<file path="src/common/sdocr_pkg.sv">
// constants of the synthesizer configuration register bank
// assumes 32-bit AXI4-Lite data, one register per aligned word
package sdocr_pkg;

   // ------------------------------------------------------------
   // register indices (byte address is four times the index)
   // ------------------------------------------------------------
   localparam logic [5:0] SDOCR_IDX_FB_INT_HIGH = 6'h22;
   localparam logic [5:0] SDOCR_IDX_FB_INT_LOW = 6'h24;
   localparam logic [5:0] SDOCR_IDX_SEED_EN_DLY = 6'h25;
   localparam logic [5:0] SDOCR_IDX_DEN_HIGH = 6'h26;
   localparam logic [5:0] SDOCR_IDX_DEN_LOW = 6'h27;
   localparam logic [5:0] SDOCR_IDX_SEED_HIGH = 6'h28;
   localparam logic [5:0] SDOCR_IDX_SEED_LOW = 6'h29;
   localparam logic [5:0] SDOCR_IDX_NUM_HIGH = 6'h2a;
   localparam logic [5:0] SDOCR_IDX_NUM_LOW = 6'h2b;
   localparam logic [5:0] SDOCR_IDX_OUTA_MOD = 6'h2c;
   localparam logic [5:0] SDOCR_IDX_OUTA_SRC_B_PWR = 6'h2d;
   localparam logic [5:0] SDOCR_IDX_OUTB_SRC = 6'h2e;
   localparam logic [5:0] SDOCR_IDX_INPUT_PIN = 6'h3a;
   localparam logic [5:0] SDOCR_IDX_LOCK_TYPE = 6'h3b;
   localparam logic [5:0] SDOCR_IDX_LOCK_DELAY = 6'h3c;

   // ------------------------------------------------------------
   // storage slots, seed words kept apart as an accumulator
   // ------------------------------------------------------------
   localparam int SDOCR_SLOTS = 13;
   localparam logic [3:0] SDOCR_SLOT_FB_HIGH = 4'h0;
   localparam logic [3:0] SDOCR_SLOT_FB_LOW = 4'h1;
   localparam logic [3:0] SDOCR_SLOT_SEED_DLY = 4'h2;
   localparam logic [3:0] SDOCR_SLOT_DEN_HIGH = 4'h3;
   localparam logic [3:0] SDOCR_SLOT_DEN_LOW = 4'h4;
   localparam logic [3:0] SDOCR_SLOT_NUM_HIGH = 4'h5;
   localparam logic [3:0] SDOCR_SLOT_NUM_LOW = 4'h6;
   localparam logic [3:0] SDOCR_SLOT_OUTA_MOD = 4'h7;
   localparam logic [3:0] SDOCR_SLOT_OUTA_SRC = 4'h8;
   localparam logic [3:0] SDOCR_SLOT_OUTB_SRC = 4'h9;
   localparam logic [3:0] SDOCR_SLOT_INPUT_PIN = 4'ha;
   localparam logic [3:0] SDOCR_SLOT_LOCK_TYPE = 4'hb;
   localparam logic [3:0] SDOCR_SLOT_LOCK_DELAY = 4'hc;
   localparam logic [3:0] SDOCR_NO_SLOT = 4'hf;

   // reset images, slot 12 first
   localparam logic [SDOCR_SLOTS-1:0][15:0] SDOCR_RESET = {
      16'h03e8, 16'h0001, 16'h8001, 16'h07fd, 16'hc8df, 16'h1fa0, 16'h0000,
      16'h0000, 16'hffff, 16'hffff, 16'h0204, 16'h0064, 16'h0000};
   // writable bits, slot 12 first; other bits hold their reset image
   localparam logic [SDOCR_SLOTS-1:0][15:0] SDOCR_MASK = {
      16'hffff, 16'h0001, 16'hfe00, 16'h0003, 16'h1e3f, 16'h3fe7, 16'hffff,
      16'hffff, 16'hffff, 16'hffff, 16'hbf00, 16'hffff, 16'h0007};

   // ------------------------------------------------------------
   // field positions
   // ------------------------------------------------------------
   localparam int SDOCR_FB_HIGH_W = 3;
   localparam int SDOCR_SEED_EN_BIT = 15;
   localparam int SDOCR_DLY_LSB = 8;
   localparam int SDOCR_DLY_W = 6;
   localparam int SDOCR_OUT_A_POWER_LEVEL_LSB = 8;
   localparam int SDOCR_PWR_W = 6;
   localparam int SDOCR_OUT_B_POWERDOWN_BIT = 7;
   localparam int SDOCR_OUT_A_POWERDOWN_BIT = 6;
   localparam int SDOCR_MOD_RESET_BIT = 5;
   localparam int SDOCR_ORDER_LSB = 0;
   localparam int SDOCR_ORDER_W = 3;
   localparam int SDOCR_OUTA_SRC_LSB = 11;
   localparam int SDOCR_BOOST_LSB = 9;
   localparam int SDOCR_OUT_B_POWER_LEVEL_LSB = 0;
   localparam int SDOCR_OUTB_SRC_LSB = 0;
   localparam int SDOCR_IGNORE_BIT = 15;
   localparam int SDOCR_HYST_BIT = 14;
   localparam int SDOCR_LVL_LSB = 12;
   localparam int SDOCR_FMT_LSB = 9;
   localparam int SDOCR_FMT_W = 3;
   localparam int SDOCR_KIND_BIT = 0;

   // ------------------------------------------------------------
   // codes
   // ------------------------------------------------------------
   localparam logic [1:0] SDOCR_SRC_FRAME_REF = 2'h2;
   localparam logic [1:0] SDOCR_SRC_HIGH_Z = 2'h3;
   localparam logic [2:0] SDOCR_ORDER_INTEGER = 3'h0;
   localparam logic [2:0] SDOCR_ORDER_MAX = 3'h4;
   localparam logic [1:0] SDOCR_LVL_INVALID = 2'h3;
   localparam logic [1:0] SDOCR_LVL_FULL = 2'h1;
   localparam logic [2:0] SDOCR_FMT_MAX = 3'h3;
   localparam logic [2:0] SDOCR_FMT_CMOS = 3'h0;
   localparam logic [1:0] SDOCR_RESP_OKAY = 2'h0;
   localparam logic [1:0] SDOCR_RESP_SLVERR = 2'h2;

   // register index to storage slot
   function automatic logic [3:0] sdocr_slot_of(input logic [5:0] idx);
      case (idx)
         SDOCR_IDX_FB_INT_HIGH: sdocr_slot_of = SDOCR_SLOT_FB_HIGH;
         SDOCR_IDX_FB_INT_LOW: sdocr_slot_of = SDOCR_SLOT_FB_LOW;
         SDOCR_IDX_SEED_EN_DLY: sdocr_slot_of = SDOCR_SLOT_SEED_DLY;
         SDOCR_IDX_DEN_HIGH: sdocr_slot_of = SDOCR_SLOT_DEN_HIGH;
         SDOCR_IDX_DEN_LOW: sdocr_slot_of = SDOCR_SLOT_DEN_LOW;
         SDOCR_IDX_NUM_HIGH: sdocr_slot_of = SDOCR_SLOT_NUM_HIGH;
         SDOCR_IDX_NUM_LOW: sdocr_slot_of = SDOCR_SLOT_NUM_LOW;
         SDOCR_IDX_OUTA_MOD: sdocr_slot_of = SDOCR_SLOT_OUTA_MOD;
         SDOCR_IDX_OUTA_SRC_B_PWR: sdocr_slot_of = SDOCR_SLOT_OUTA_SRC;
         SDOCR_IDX_OUTB_SRC: sdocr_slot_of = SDOCR_SLOT_OUTB_SRC;
         SDOCR_IDX_INPUT_PIN: sdocr_slot_of = SDOCR_SLOT_INPUT_PIN;
         SDOCR_IDX_LOCK_TYPE: sdocr_slot_of = SDOCR_SLOT_LOCK_TYPE;
         SDOCR_IDX_LOCK_DELAY: sdocr_slot_of = SDOCR_SLOT_LOCK_DELAY;
         default: sdocr_slot_of = SDOCR_NO_SLOT;
      endcase
   endfunction

endpackage

</file>
<file path="src/hw/sdocr_lock_timer.sv">
// lock indication timer: waits a programmed number of detector ticks
// assumes pd_tick is a one-cycle pulse per phase-detector cycle
`timescale 1ns/1ns
module sdocr_lock_timer (
   // clock and reset
   input wire logic clk,
   input wire logic reset,
   // lock sources
   input wire logic cal_ok,
   input wire logic tune_ok,
   input wire logic pd_tick,
   // settings
   input wire logic kind,
   input wire logic [15:0] wait_ticks,
   // result
   output logic lock
);

   typedef enum logic [1:0] {
      SDOCR_LK_IDLE,
      SDOCR_LK_WAIT,
      SDOCR_LK_LOCKED
   } sdocr_lock_state_t;

   typedef struct packed {
      sdocr_lock_state_t fsm;
      logic [15:0] count;
      logic lock;
   } sdocr_lock_t;

   sdocr_lock_t st;
   sdocr_lock_t next_st;
   logic good;

   always_comb begin
      next_st = st;
      good = cal_ok && (!kind || tune_ok);
      if (reset) begin
         next_st.fsm = SDOCR_LK_IDLE;
         next_st.count = 16'h0000;
      end else if (!good) begin
         next_st.fsm = SDOCR_LK_IDLE;
         next_st.count = 16'h0000;
      end else begin
         case (st.fsm)
            SDOCR_LK_IDLE: begin
               next_st.count = 16'h0000;
               if (wait_ticks == 16'h0000) begin
                  next_st.fsm = SDOCR_LK_LOCKED;
               end else begin
                  next_st.fsm = SDOCR_LK_WAIT;
               end
            end
            SDOCR_LK_WAIT: begin
               if (pd_tick) begin
                  next_st.count = st.count + 16'h0001;
                  if (st.count + 16'h0001 >= wait_ticks) begin
                     next_st.fsm = SDOCR_LK_LOCKED;
                  end
               end
            end
            SDOCR_LK_LOCKED: begin
               next_st.fsm = SDOCR_LK_LOCKED;
            end
            default: begin
               next_st.fsm = SDOCR_LK_IDLE;
            end
         endcase
      end
      next_st.lock = (next_st.fsm == SDOCR_LK_LOCKED);
   end

   always_ff @(posedge clk) begin
      st <= next_st;
   end

   assign lock = st.lock;

endmodule

</file>
<file path="src/hw/sdocr_regs.sv">
// synthesizer divider, modulator, output and input-pin configuration bank
// assumes an AXI4-Lite master on SYS_CLK and synchronous pin inputs
`timescale 1ns/1ns

module sdocr_regs (
   // clock and reset
   input wire logic SYS_CLK,
   input wire logic RESET,
   // axi4-lite write address
   input wire logic [7:0] S_AXI_AWADDR,
   input wire logic S_AXI_AWVALID,
   output logic S_AXI_AWREADY,
   // axi4-lite write data
   input wire logic [31:0] S_AXI_WDATA,
   input wire logic [3:0] S_AXI_WSTRB,
   input wire logic S_AXI_WVALID,
   output logic S_AXI_WREADY,
   // axi4-lite write response
   output logic [1:0] S_AXI_BRESP,
   output logic S_AXI_BVALID,
   input wire logic S_AXI_BREADY,
   // axi4-lite read
   input wire logic [7:0] S_AXI_ARADDR,
   input wire logic S_AXI_ARVALID,
   output logic S_AXI_ARREADY,
   output logic [31:0] S_AXI_RDATA,
   output logic [1:0] S_AXI_RRESP,
   output logic S_AXI_RVALID,
   input wire logic S_AXI_RREADY,
   // divider and modulator
   output logic [18:0] FEEDBACK_INT,
   output logic [5:0] DETECTOR_DELAY_SELECT,
   output logic [31:0] FRACTION_NUMERATOR,
   output logic [31:0] FRACTION_DENOMINATOR,
   output logic [31:0] MODULATOR_SEED,
   output logic MODULATOR_RUN,
   output logic [2:0] MODULATOR_ORDER,
   // rf outputs
   input wire logic FRAME_REF_ENABLE,
   output logic [5:0] OUT_A_POWER_LEVEL,
   output logic OUT_A_POWERDOWN,
   output logic [1:0] OUT_A_SOURCE_SELECT,
   output logic OUT_A_HIGH_Z,
   output logic [1:0] OUTPUT_CURRENT_BOOST,
   output logic [5:0] OUT_B_POWER_LEVEL,
   output logic OUT_B_POWERDOWN,
   output logic [1:0] OUT_B_SOURCE_SELECT,
   output logic OUT_B_HIGH_Z,
   // input pins
   input wire logic OSCILLATOR_PHASE_ALIGN,
   input wire logic SYNC_PIN,
   input wire logic FRAME_REF_REQUEST_PIN,
   output logic SYNC_PIN_USED,
   output logic FRAME_REF_REQUEST_USED,
   output logic SYNC_LVDS,
   output logic REQUEST_LVDS,
   output logic INPUT_PIN_HYSTERESIS,
   output logic [1:0] INPUT_PIN_BIAS_LEVEL,
   // lock indication
   input wire logic CAL_SUCCESS,
   input wire logic TUNE_IN_RANGE,
   input wire logic PD_TICK,
   output logic LOCK_DETECT
);

   typedef struct packed {
      logic [sdocr_pkg::SDOCR_SLOTS-1:0][15:0] regs;
      logic [31:0] seed;
      logic aw_held;
      logic [5:0] aw_idx;
      logic w_held;
      logic [15:0] w_data;
      logic [1:0] w_strb;
      logic aw_rdy;
      logic w_rdy;
      logic bvalid;
      logic [1:0] bresp;
      logic ar_rdy;
      logic rvalid;
      logic [1:0] rresp;
      logic [31:0] rdata;
      logic [18:0] fb_int;
      logic [5:0] dly_sel;
      logic [31:0] num;
      logic [31:0] den;
      logic [31:0] seed_out;
      logic mod_run;
      logic [2:0] order;
      logic [5:0] a_pwr;
      logic a_pd;
      logic [1:0] a_src;
      logic a_hiz;
      logic [1:0] boost;
      logic [5:0] b_pwr;
      logic b_pd;
      logic [1:0] b_src;
      logic b_hiz;
      logic sync_used;
      logic req_used;
      logic sync_lvds;
      logic req_lvds;
      logic hyst;
      logic [1:0] lvl;
   } sdocr_state_t;

   sdocr_state_t st;
   sdocr_state_t next_st;
   logic [3:0] wr_slot;
   logic [3:0] rd_slot;
   logic [15:0] byte_mask;
   logic [15:0] addend;
   logic [15:0] merged;
   logic [15:0] rd_word;
   logic [2:0] fmt;
   logic [15:0] r_seed;
   logic [15:0] r_mod;
   logic [15:0] r_src;
   logic [15:0] r_pin;

   // ------------------------------------------------------------
   // next state
   // ------------------------------------------------------------
   always_comb begin
      next_st = st;
      wr_slot = sdocr_pkg::sdocr_slot_of(st.aw_idx);
      rd_slot = sdocr_pkg::sdocr_slot_of(S_AXI_ARADDR[7:2]);
      byte_mask = {{8{st.w_strb[1]}}, {8{st.w_strb[0]}}};
      addend = st.w_data & byte_mask;
      merged = 16'h0000;
      rd_word = 16'h0000;
      if (RESET) begin
         next_st.regs = sdocr_pkg::SDOCR_RESET;
         next_st.seed = 32'h00000000;
         next_st.aw_held = 1'b0;
         next_st.w_held = 1'b0;
         next_st.aw_rdy = 1'b0;
         next_st.w_rdy = 1'b0;
         next_st.bvalid = 1'b0;
         next_st.bresp = sdocr_pkg::SDOCR_RESP_OKAY;
         next_st.ar_rdy = 1'b0;
         next_st.rvalid = 1'b0;
         next_st.rresp = sdocr_pkg::SDOCR_RESP_OKAY;
         next_st.rdata = 32'h00000000;
      end else begin
         // address and data are taken independently
         if (S_AXI_AWVALID && st.aw_rdy) begin
            next_st.aw_held = 1'b1;
            next_st.aw_idx = S_AXI_AWADDR[7:2];
         end
         if (S_AXI_WVALID && st.w_rdy) begin
            next_st.w_held = 1'b1;
            next_st.w_data = S_AXI_WDATA[15:0];
            next_st.w_strb = S_AXI_WSTRB[1:0];
         end
         if (st.bvalid && S_AXI_BREADY) begin
            next_st.bvalid = 1'b0;
         end
         if (st.aw_held && st.w_held && !st.bvalid) begin
            next_st.aw_held = 1'b0;
            next_st.w_held = 1'b0;
            next_st.bvalid = 1'b1;
            next_st.bresp = sdocr_pkg::SDOCR_RESP_OKAY;
            if (wr_slot != sdocr_pkg::SDOCR_NO_SLOT) begin
               merged = (st.regs[wr_slot] & ~byte_mask) | (st.w_data & byte_mask);
               next_st.regs[wr_slot] = (merged & sdocr_pkg::SDOCR_MASK[wr_slot])
                  | (sdocr_pkg::SDOCR_RESET[wr_slot] & ~sdocr_pkg::SDOCR_MASK[wr_slot]);
            end else if (st.aw_idx == sdocr_pkg::SDOCR_IDX_SEED_HIGH) begin
               next_st.seed = st.seed + {addend, 16'h0000};
            end else if (st.aw_idx == sdocr_pkg::SDOCR_IDX_SEED_LOW) begin
               next_st.seed = st.seed + {16'h0000, addend};
            end else begin
               next_st.bresp = sdocr_pkg::SDOCR_RESP_SLVERR;
            end
         end
         // read side
         if (st.rvalid && S_AXI_RREADY) begin
            next_st.rvalid = 1'b0;
         end
         if (S_AXI_ARVALID && st.ar_rdy) begin
            next_st.rvalid = 1'b1;
            next_st.rresp = sdocr_pkg::SDOCR_RESP_OKAY;
            if (rd_slot != sdocr_pkg::SDOCR_NO_SLOT) begin
               rd_word = st.regs[rd_slot];
            end else if (S_AXI_ARADDR[7:2] == sdocr_pkg::SDOCR_IDX_SEED_HIGH) begin
               rd_word = st.seed[31:16];
            end else if (S_AXI_ARADDR[7:2] == sdocr_pkg::SDOCR_IDX_SEED_LOW) begin
               rd_word = st.seed[15:0];
            end else begin
               next_st.rresp = sdocr_pkg::SDOCR_RESP_SLVERR;
            end
            next_st.rdata = {16'h0000, rd_word};
         end
         next_st.aw_rdy = !next_st.aw_held && !next_st.bvalid;
         next_st.w_rdy = !next_st.w_held && !next_st.bvalid;
         next_st.ar_rdy = !next_st.rvalid;
      end

      r_seed = next_st.regs[sdocr_pkg::SDOCR_SLOT_SEED_DLY];
      r_mod = next_st.regs[sdocr_pkg::SDOCR_SLOT_OUTA_MOD];
      r_src = next_st.regs[sdocr_pkg::SDOCR_SLOT_OUTA_SRC];
      r_pin = next_st.regs[sdocr_pkg::SDOCR_SLOT_INPUT_PIN];

      // modulator held in reset keeps the accumulated seed at zero
      next_st.mod_run = r_mod[sdocr_pkg::SDOCR_MOD_RESET_BIT];
      if (!next_st.mod_run) begin
         next_st.seed = 32'h00000000;
      end

      // ------------------------------------------------------------
      // decoded outputs
      // ------------------------------------------------------------
      next_st.fb_int = {next_st.regs[sdocr_pkg::SDOCR_SLOT_FB_HIGH]
         [sdocr_pkg::SDOCR_FB_HIGH_W-1:0], next_st.regs[sdocr_pkg::SDOCR_SLOT_FB_LOW]};
      next_st.dly_sel = r_seed[sdocr_pkg::SDOCR_DLY_LSB +: sdocr_pkg::SDOCR_DLY_W];
      next_st.order = r_mod[sdocr_pkg::SDOCR_ORDER_LSB +: sdocr_pkg::SDOCR_ORDER_W];
      if (!next_st.mod_run || next_st.order > sdocr_pkg::SDOCR_ORDER_MAX) begin
         next_st.order = sdocr_pkg::SDOCR_ORDER_INTEGER;
      end
      if (next_st.mod_run) begin
         next_st.num = {next_st.regs[sdocr_pkg::SDOCR_SLOT_NUM_HIGH],
            next_st.regs[sdocr_pkg::SDOCR_SLOT_NUM_LOW]};
         next_st.den = {next_st.regs[sdocr_pkg::SDOCR_SLOT_DEN_HIGH],
            next_st.regs[sdocr_pkg::SDOCR_SLOT_DEN_LOW]};
      end else begin
         next_st.num = 32'h00000000;
         next_st.den = 32'h00000000;
      end
      next_st.seed_out = r_seed[sdocr_pkg::SDOCR_SEED_EN_BIT] ? next_st.seed : 32'h00000000;

      next_st.a_pwr = r_mod[sdocr_pkg::SDOCR_OUT_A_POWER_LEVEL_LSB +: sdocr_pkg::SDOCR_PWR_W];
      next_st.b_pd = r_mod[sdocr_pkg::SDOCR_OUT_B_POWERDOWN_BIT];
      next_st.a_pd = r_mod[sdocr_pkg::SDOCR_OUT_A_POWERDOWN_BIT];
      next_st.a_src = r_src[sdocr_pkg::SDOCR_OUTA_SRC_LSB +: 2];
      next_st.a_hiz = (next_st.a_src == sdocr_pkg::SDOCR_SRC_HIGH_Z);
      next_st.boost = r_src[sdocr_pkg::SDOCR_BOOST_LSB +: 2];
      next_st.b_pwr = r_src[sdocr_pkg::SDOCR_OUT_B_POWER_LEVEL_LSB +: sdocr_pkg::SDOCR_PWR_W];
      next_st.b_src = next_st.regs[sdocr_pkg::SDOCR_SLOT_OUTB_SRC]
         [sdocr_pkg::SDOCR_OUTB_SRC_LSB +: 2];
      // output B frame reference source without its enable falls back to high impedance
      next_st.b_hiz = (next_st.b_src == sdocr_pkg::SDOCR_SRC_HIGH_Z)
         || (next_st.b_src == sdocr_pkg::SDOCR_SRC_FRAME_REF && !FRAME_REF_ENABLE);

      // input pins
      fmt = r_pin[sdocr_pkg::SDOCR_FMT_LSB +: sdocr_pkg::SDOCR_FMT_W];
      if (fmt > sdocr_pkg::SDOCR_FMT_MAX) begin
         fmt = sdocr_pkg::SDOCR_FMT_CMOS;
      end
      next_st.sync_lvds = fmt[0];
      next_st.req_lvds = fmt[1];
      next_st.hyst = r_pin[sdocr_pkg::SDOCR_HYST_BIT]
         && (fmt != sdocr_pkg::SDOCR_FMT_CMOS);
      next_st.lvl = r_pin[sdocr_pkg::SDOCR_LVL_LSB +: 2];
      if (next_st.lvl == sdocr_pkg::SDOCR_LVL_INVALID) begin
         next_st.lvl = sdocr_pkg::SDOCR_LVL_FULL;
      end
      next_st.sync_used = !r_pin[sdocr_pkg::SDOCR_IGNORE_BIT] && OSCILLATOR_PHASE_ALIGN
         && SYNC_PIN;
      next_st.req_used = !r_pin[sdocr_pkg::SDOCR_IGNORE_BIT] && OSCILLATOR_PHASE_ALIGN
         && FRAME_REF_REQUEST_PIN;
   end

   always_ff @(posedge SYS_CLK) begin
      st <= next_st;
   end

   // ------------------------------------------------------------
   // lock indication
   // ------------------------------------------------------------
   sdocr_lock_timer u_lock (
      .clk(SYS_CLK),
      .reset(RESET),
      .cal_ok(CAL_SUCCESS),
      .tune_ok(TUNE_IN_RANGE),
      .pd_tick(PD_TICK),
      .kind(st.regs[sdocr_pkg::SDOCR_SLOT_LOCK_TYPE][sdocr_pkg::SDOCR_KIND_BIT]),
      .wait_ticks(st.regs[sdocr_pkg::SDOCR_SLOT_LOCK_DELAY]),
      .lock(LOCK_DETECT)
   );

   // ------------------------------------------------------------
   // outputs
   // ------------------------------------------------------------
   assign S_AXI_AWREADY = st.aw_rdy;
   assign S_AXI_WREADY = st.w_rdy;
   assign S_AXI_BRESP = st.bresp;
   assign S_AXI_BVALID = st.bvalid;
   assign S_AXI_ARREADY = st.ar_rdy;
   assign S_AXI_RDATA = st.rdata;
   assign S_AXI_RRESP = st.rresp;
   assign S_AXI_RVALID = st.rvalid;
   assign FEEDBACK_INT = st.fb_int;
   assign DETECTOR_DELAY_SELECT = st.dly_sel;
   assign FRACTION_NUMERATOR = st.num;
   assign FRACTION_DENOMINATOR = st.den;
   assign MODULATOR_SEED = st.seed_out;
   assign MODULATOR_RUN = st.mod_run;
   assign MODULATOR_ORDER = st.order;
   assign OUT_A_POWER_LEVEL = st.a_pwr;
   assign OUT_A_POWERDOWN = st.a_pd;
   assign OUT_A_SOURCE_SELECT = st.a_src;
   assign OUT_A_HIGH_Z = st.a_hiz;
   assign OUTPUT_CURRENT_BOOST = st.boost;
   assign OUT_B_POWER_LEVEL = st.b_pwr;
   assign OUT_B_POWERDOWN = st.b_pd;
   assign OUT_B_SOURCE_SELECT = st.b_src;
   assign OUT_B_HIGH_Z = st.b_hiz;
   assign SYNC_PIN_USED = st.sync_used;
   assign FRAME_REF_REQUEST_USED = st.req_used;
   assign SYNC_LVDS = st.sync_lvds;
   assign REQUEST_LVDS = st.req_lvds;
   assign INPUT_PIN_HYSTERESIS = st.hyst;
   assign INPUT_PIN_BIAS_LEVEL = st.lvl;

endmodule

</file>
<file path="config.mk">
export PLATFORM = sky130hd
export DESIGN_NAME = sdocr_regs
export DESIGN_NICKNAME = d
export VERILOG_FILES = /design/src/common/sdocr_pkg.sv /design/src/hw/sdocr_lock_timer.sv /design/src/hw/sdocr_regs.sv
export SDC_FILE = /design/constraint.sdc
export NUM_CORES = 1
export LEC_CHECK = 0
export BUFFER_PORTS_ARGS = -buffer_cell sky130_fd_sc_hd__buf_4
export CAP_MARGIN = 10
export CELL_PAD_IN_SITES_DETAIL_PLACEMENT = 0
export CELL_PAD_IN_SITES_GLOBAL_PLACEMENT = 1
export CORE_UTILIZATION = 45
export DETAILED_ROUTE_END_ITERATION = 7
export GPL_ROUTABILITY_DRIVEN = 0
export PLACE_DENSITY_LB_ADDON = 0.08
export SLEW_MARGIN = 20
export SYNTH_ARGS = -nofsm -noshare
export SYNTH_HDL_FRONTEND = slang
export SYNTH_HIERARCHICAL = 1
export SYNTH_SLANG_ARGS = --single-unit
</file>
<file path="constraint.sdc">
create_clock -name SYS_CLK -period 4.1 [get_ports SYS_CLK]
set_input_delay 0 -clock SYS_CLK [delete_from_list [all_inputs] [get_ports SYS_CLK]]
set_output_delay 0 -clock SYS_CLK [all_outputs]
set_load 0.02 [all_outputs]
</file>
==> results.py, run 1 <==
metrics = {
    "global_route": {
        "antenna_found_initial": 1,
        "grt_pass1_wl_um": 126000,
        "grt_pass1_vias": 19836,
        "groute.usage.overall": 0.310,
        "grt_max_degree": 83,
        "overflow": 0,
    },
    "worst_setup_path": {
        "cpLargestDelayFamily": "buffers and inverters",
        "path_buf_inv": 3,
        "r2r_cells": 9,
        "cp_max_fo": 14,
        "start_kind": "flip-flop",
        "cp.required_ps": 4650,
        "worstSetupPathType": "flip-flop to flip-flop",
        "critical_path_depth": 9,
        "worst_path_largest_cell_delay_ps": 610,
        "cpMaxStageDelayCell": "dfxtp_2",
        "path_cells": "buf_4 -> mux4_2 -> a211oi_1 -> o41a_1 -> buf_4 -> nor2_1 -> a211oi_1 -> and3_1 -> dlygate4sd3_1",
        "arrival_ps": 4270,
        "worstSetupEndpointType": "flip-flop",
    },
    "placed_design": {
        "hpwl_um": 61400,
        "io_buffers": 221,
    },
    "yosys": {
        "synthTopCellsByArea": "dfxtp_1 33%, nand2_1 6.7%, buf_4 6.3%, mux4_2 6.2%, mux2i_1 4.5%",
        "ys.warnings.count": 6,
        "netlist_area_um2": 23900,
        "synth_area_leader_cell": "dfxtp_1",
        "synth-seq-cells": 420,
        "synthArstFlopShare": 0,
        "synth_edf_count": 24,
        "synth_cell_types": 101,
        "synth_top_area_share": 0.332,
        "synth_most_common_cell": "nand2_1",
        "syn_inst": 2768,
        "syn_avg_cell_area_um2": 8.63,
        "ys_seq_area_frac": 0.362,
        "synth_top_cells_by_count": "429 x nand2_1, 396 x dfxtp_1, 201 x buf_4",
        "synthFlopType": "dfxtp_1",
    },
    "detailed_routing": {
        "top_layer_used": "met5",
        "wl_per_cell_um": 24.3,
        "vias": 21211,
        "wl_met1_um": 36600,
        "vias_per_cell": 6.01,
        "drtIter0Drc": 1960,
        "routed-wl-met3_um": 5800,
        "drc": 0,
        "final_antenna_net_count": 0,
        "wirelength_um": 85600,
        "firstDrtPassIters": 6,
        "dr_wl_met2_um": 40000,
    },
    "floorplanning": {
        "rows": 84,
        "die_h_um": 232,
        "boundaryPins": 262,
        "core_area_um2": 52400,
        "start_util": 0.455,
        "die-area_um2": 54000,
        "die_w_um": 232,
    },
    "power": {
        "p_total_mw": 9.72,
        "ir_worst_vdd_uv": 297,
        "p_int_mw": 7.28,
        "switching_share": 0.251,
        "p_leak_nw": 10.7,
        "p_per_area_nw_per_um2": 358,
        "p_seq_frac": 0.430,
        "p_clk_frac": 0.478,
        "combPwrFrac": 0.091,
        "switching_power_mw": 2.44,
    },
    "clock_network": {
        "cts-root-buf": "clkbuf_16",
        "cts_resized": 0,
        "cts_buffer_depth": 3,
        "clkLatencyLatePin_ps": 610,
        "cts_buffers": 47,
        "cts_sinks": 420,
        "cts_tree": "done",
        "clk_pin_slew_ps": 60,
        "h-tree-depth": 2,
    },
    "sta": {
        "clock_skew_ps": 29.8,
        "hold_viol": 0,
        "setup_viol": 0,
        "slew_viol_final": 0,
        "finalCriticalPeriod_ps": 3720,
        "relSlewSlack": 0.233,
        "fin_setup_tns_ps": 0,
        "fin_crit_sh": 0.907,
        "clock.fmax_mhz": 269,
        "rsz0062_at_grt": "no",
        "tightest_slew_ps": 1140,
    },
    "layout": {
        "drive_gt1_frac": 0.200,
        "seq_area_um2": 8650,
        "multi_input_area_um2": 12800,
        "area_growth_pct": 13.6,
        "fillers": 4981,
        "nets": 2909,
        "n_antenna_cell": 0,
    },
    "flow_run": {
        "drv_cap": 0,
    },
    "status": {
        "status": "completed",
    },
    "worst_hold_path": {
        "whs_path_depth": 5,
        "hp-class": "input port to flip-flop",
    },
}
==> layout by cell type (no fill, tap or decap), types with 48 or more instances in the layout <==
master	n
nand2_1	428
mux4_2	66
mux2i_1	108
clkbuf_16	48
buf_4	317
nand3_1	77
o21ai_0	84
dfxtp_1	393
nor2_1	195
a21oi_1	199
==> registers in the layout (all words and copies together) (netlist names), 2 cells and up <==
| name | cells |
|---|---|
| st | 229 |
| FRACTION_DENOMINATOR | 32 |
| FRACTION_NUMERATOR | 32 |
| MODULATOR_SEED | 32 |
| FEEDBACK_INT | 18 |
| u_lock/st | 18 |
| S_AXI_RDATA | 16 |
| DETECTOR_DELAY_SELECT | 5 |
| OUT_A_POWER_LEVEL | 5 |
| OUT_B_POWER_LEVEL | 5 |
| wr_slot | 4 |
| MODULATOR_ORDER | 3 |
| INPUT_PIN_BIAS_LEVEL | 2 |
| byte_mask | 2 |
==> power groups by stage <==
stage | sequential [mW] | clock (mW) | combinational (mW)
2_1_floorplan | 4.25 | 0 | 0.560
3_3_place_gp | 4.27 | 0 | 0.835
3_5_place_dp | 4.27 | 0 | 0.840
4_1_cts | 4.18 | 4.70 | 0.871
5_1_grt | 4.19 | 4.88 | 0.929
6_report | 4.18 | 4.65 | 0.887
==> tightest hold or removal path: stages <==
cell and delay [ps]:
buf_4 140, nor4b_1 80, o21ai_0 140, nand4_1 120, a21oi_1 120
==> final timing paths <==
check                                         to             startpoint  slack (ps)
setup / recovery  FRAME_REF_REQUEST_USED$_DFF_P_  wr_slot[0]$_SDFF_PN1_         380
hold / removal       S_AXI_RRESP[1]$_SDFFE_PP0P_        S_AXI_ARADDR[4]          50
setup reg to reg  FRAME_REF_REQUEST_USED$_DFF_P_  wr_slot[0]$_SDFF_PN1_         380
hold reg to reg             st[403]$_SDFFE_PP1P_   st[403]$_SDFFE_PP1P_         460
==> logic make-up (layout without fill, tap and decap cells) <==
kind of cell	count (synthesis)	in the layout	share of synthesized area
buffers and inverters	440	495	0.104
flip-flops	420	420	0.362
AND/OR/NAND/NOR	970	970	0.188
adder cells (fa/ha/maj)	44	44	0.0227
XOR/XNOR	43	43	0.0158
AO/OA/AOI/OAI	644	644	0.185
other	1	18	0.000157
multiplexers	206	206	0.123
==> layout make-up <==
cell class,count,area share
multi-input cells,1925,0.474
flip-flops and latches,420,0.319
repair buffers,360,0.106
clock buffers,64,0.0506
well taps,688,0.0317
clock inverters,23,0.0126
inverters,48,0.00664
==> routing by layer <==
layer,vias to the layer above,track usage
met2,880,0.508
met5,-,0
li1,9815,-
met4,2,0.117
met1,10355,0.412
met3,159,0.0433
==> what timing repair did <==
action                                 CTS  global route
hold buffers                            37             0
buffers inserted                         0             0
endpoints found under the hold margin   58             0
==> per-stage QoR <==
step	cells	setup WS [ps]	hold WS (ps)	area, um^2	util
2_1_floorplan	2785	565	98.9	23900	-
3_3_place_gp	3404	370	179	25000	0.477
3_5_place_dp	3404	620	180	25000	0.477
4_1_cts	3528	397	18.7	27100	0.517
5_1_grt	3528	163	130	27100	0.517
6_report	3528	380	50.8	27100	0.517
(Power assumes the default switching activity.)
==> run 2: changes to the inputs <==
--- a/config.mk
+++ b/config.mk
@@ -5,12 +5,12 @@
 export SDC_FILE = /design/constraint.sdc
 export NUM_CORES = 1
 export LEC_CHECK = 0
-export BUFFER_PORTS_ARGS = -buffer_cell sky130_fd_sc_hd__buf_4
 export CAP_MARGIN = 10
 export CELL_PAD_IN_SITES_DETAIL_PLACEMENT = 0
 export CELL_PAD_IN_SITES_GLOBAL_PLACEMENT = 1
-export CORE_UTILIZATION = 45
+export CORE_UTILIZATION = 46
 export DETAILED_ROUTE_END_ITERATION = 7
+export DONT_BUFFER_PORTS = 1
 export GPL_ROUTABILITY_DRIVEN = 0
 export PLACE_DENSITY_LB_ADDON = 0.08
 export SLEW_MARGIN = 20
==> run 2 against run 1 <==
Routed wire length decreased by 0.73%. Die area decreased by 2.2%. Utilization decreased by 2.2 points. Flip-flop and latch count unchanged. Via count decreased by 3.7%. Worst hold slack got worse by 7.5 ps. Clock skew increased by 21 ps. First-iteration DRC count increased by 5.2%. Critical path type unchanged. Largest power group unchanged. Highest routed layer unchanged.
==> results.py, run 2 (synthesis results as in run 1) <==
metrics = {
    "layout": {
        "utilization": 0.495,
        "nets": 2693,
        "largest_register_ffs": 229,
        "area_growth_pct": 6.45,
        "final_cell_mix": "428 x nand2_1, 392 x dfxtp_1, 200 x a21oi_1, 197 x nor2_1, 108 x mux2i_1",
        "final_common_cell": "nand2_1",
        "top_register": "st",
        "drive_gt1_frac": 0.130,
    },
    "sta": {
        "tightest_slew_ps": 1040,
        "clock_skew_ps": 51.1,
        "finalCriticalPeriod_ps": 4010,
        "clock.fmax_mhz": 250,
        "setup_viol": 0,
        "fin_setup_tns_ps": 0,
        "slew_viol_final": 0,
        "hold_viol": 0,
        "rsz0062_at_grt": "no",
        "setup_ws_ps": 93.3,
        "relSlewSlack": 0.307,
        "fin_crit_sh": 0.977,
    },
    "worst_setup_path": {
        "worstSetupEndpointType": "flip-flop",
        "start_kind": "flip-flop",
        "cp_max_fo": 41,
        "arrival_ps": 4560,
        "cp.required_ps": 4650,
        "worstSetupPathType": "flip-flop to flip-flop",
    },
    "floorplanning": {
        "start_util": 0.465,
        "die_w_um": 230,
        "rows": 83,
        "core_area_um2": 51300,
        "boundaryPins": 262,
        "die_h_um": 230,
        "die-area_um2": 52800,
    },
    "detailed_routing": {
        "vias_per_cell": 6.18,
        "vias": 20422,
        "final_antenna_net_count": 0,
        "wl_per_cell_um": 25.7,
        "drtIter0Drc": 2061,
        "drc": 0,
        "wirelength_um": 85000,
        "firstDrtPassIters": 7,
    },
    "clock_network": {
        "post_cts_buffers": 0,
        "cts_sinks": 420,
        "cts_buffer_depth": 3,
        "clkLatencyLatePin_ps": 630,
        "clk_pin_slew_ps": 70,
        "cts_buffers": 47,
        "cts-root-buf": "clkbuf_16",
        "h-tree-depth": 2,
        "cts_tree": "done",
    },
    "power": {
        "p_leak_nw": 9.61,
        "p_per_area_nw_per_um2": 375,
        "ir_worst_vdd_uv": 293,
        "p_total_mw": 9.52,
    },
    "flow_run": {
        "drv_cap": 0,
    },
    "global_route": {
        "grt_pass1_wl_um": 126000,
        "antenna_found_initial": 1,
        "groute.usage.overall": 0.314,
        "overflow": 0,
        "grt_pass1_vias": 19295,
        "grt_max_degree": 163,
    },
    "placed_design": {
        "dpl_worst_slack_ps": 587,
        "hpwl_um": 61000,
        "io_buffers": 0,
    },
    "worst_hold_path": {
        "hp-class": "input port to flip-flop",
    },
    "status": {
        "status": "completed",
    },
}
run 2: cell types whose count changed in the layout (fill, tap and decap cells not counted), sizes merged, moves of 4 or more:
cell,delta
clkinvlp,-4
buf,-223
clkinv,+12
dlygate4sd3,+7
clkbuf,-8
run 2: report_power, final:
part / switching, mW / total, mW / internal [mW]
clock: 1.88 / 4.51 / 2.63
sequential: 0.0642 / 4.21 / 4.14
combinational: 0.510 / 0.804 / 0.294
total: 2.46 / 9.52 / 7.06
run 2: timing repair:
action	CTS	global route
hold endpoints to repair	264	0
hold buffers	45	0
setup endpoints to repair	0	1
gates resized for setup	0	1
run 2: stage by stage:
step                      std cells  hold slack [ps]  instance area, um^2
after floorplan                2785             98.9                23900
after detailed placement       3172             98.9                23300
final                          3304             43.3                25400
after global routing           3303             27.0                25400
after global placement         3172             98.9                23300
after CTS                      3303             1.03                25400
run 2: layout make-up:
type                            instances  area (um^2)
Fill cell                            4931        25900
Multi-Input combinational cell       1925        12800
Sequential cell                       420         8660
Clock buffer                           56         1270
Timing Repair Buffer                  144         1240
Tap cell                              680          851
Clock inverter                         30          383
Inverter                               48          180
Antenna cell                            1         2.50
run 2: final timing paths:
kind,startpoint,to,slack (ps),cells after the start
setup / recovery,wr_slot[1]$_SDFF_PN1_,FRAME_REF_REQUEST_USED$_DFF_P_,90,10
hold reg to reg,st[388]$_SDFFE_PP1P_,st[388]$_SDFFE_PP1P_,460,2
setup reg to reg,wr_slot[1]$_SDFF_PN1_,FRAME_REF_REQUEST_USED$_DFF_P_,90,10
hold / removal,S_AXI_WDATA[6],st[203]$_DFFE_PP_,40,1
run 2: routing by layer:
| layer | global-route usage | share of wire |
|---|---|---|
| met1 | 0.411 | 0.42 |
| met4 | 0.130 | 0.042 |
| met5 | 0 | 0.00013 |
| met2 | 0.506 | 0.46 |
| met3 | 0.0594 | 0.073 |
run 2: critical path, stage by stage, from the launching register on:
cell and delay (ps):
dfxtp_2 630, buf_12 330, mux4_2 340, and2b_1 170
a211oi_1 450, o41a_1 240, buf_4 220, nor2_1 60
a211oi_1 660, and3_1 250, dlygate4sd3_1 540
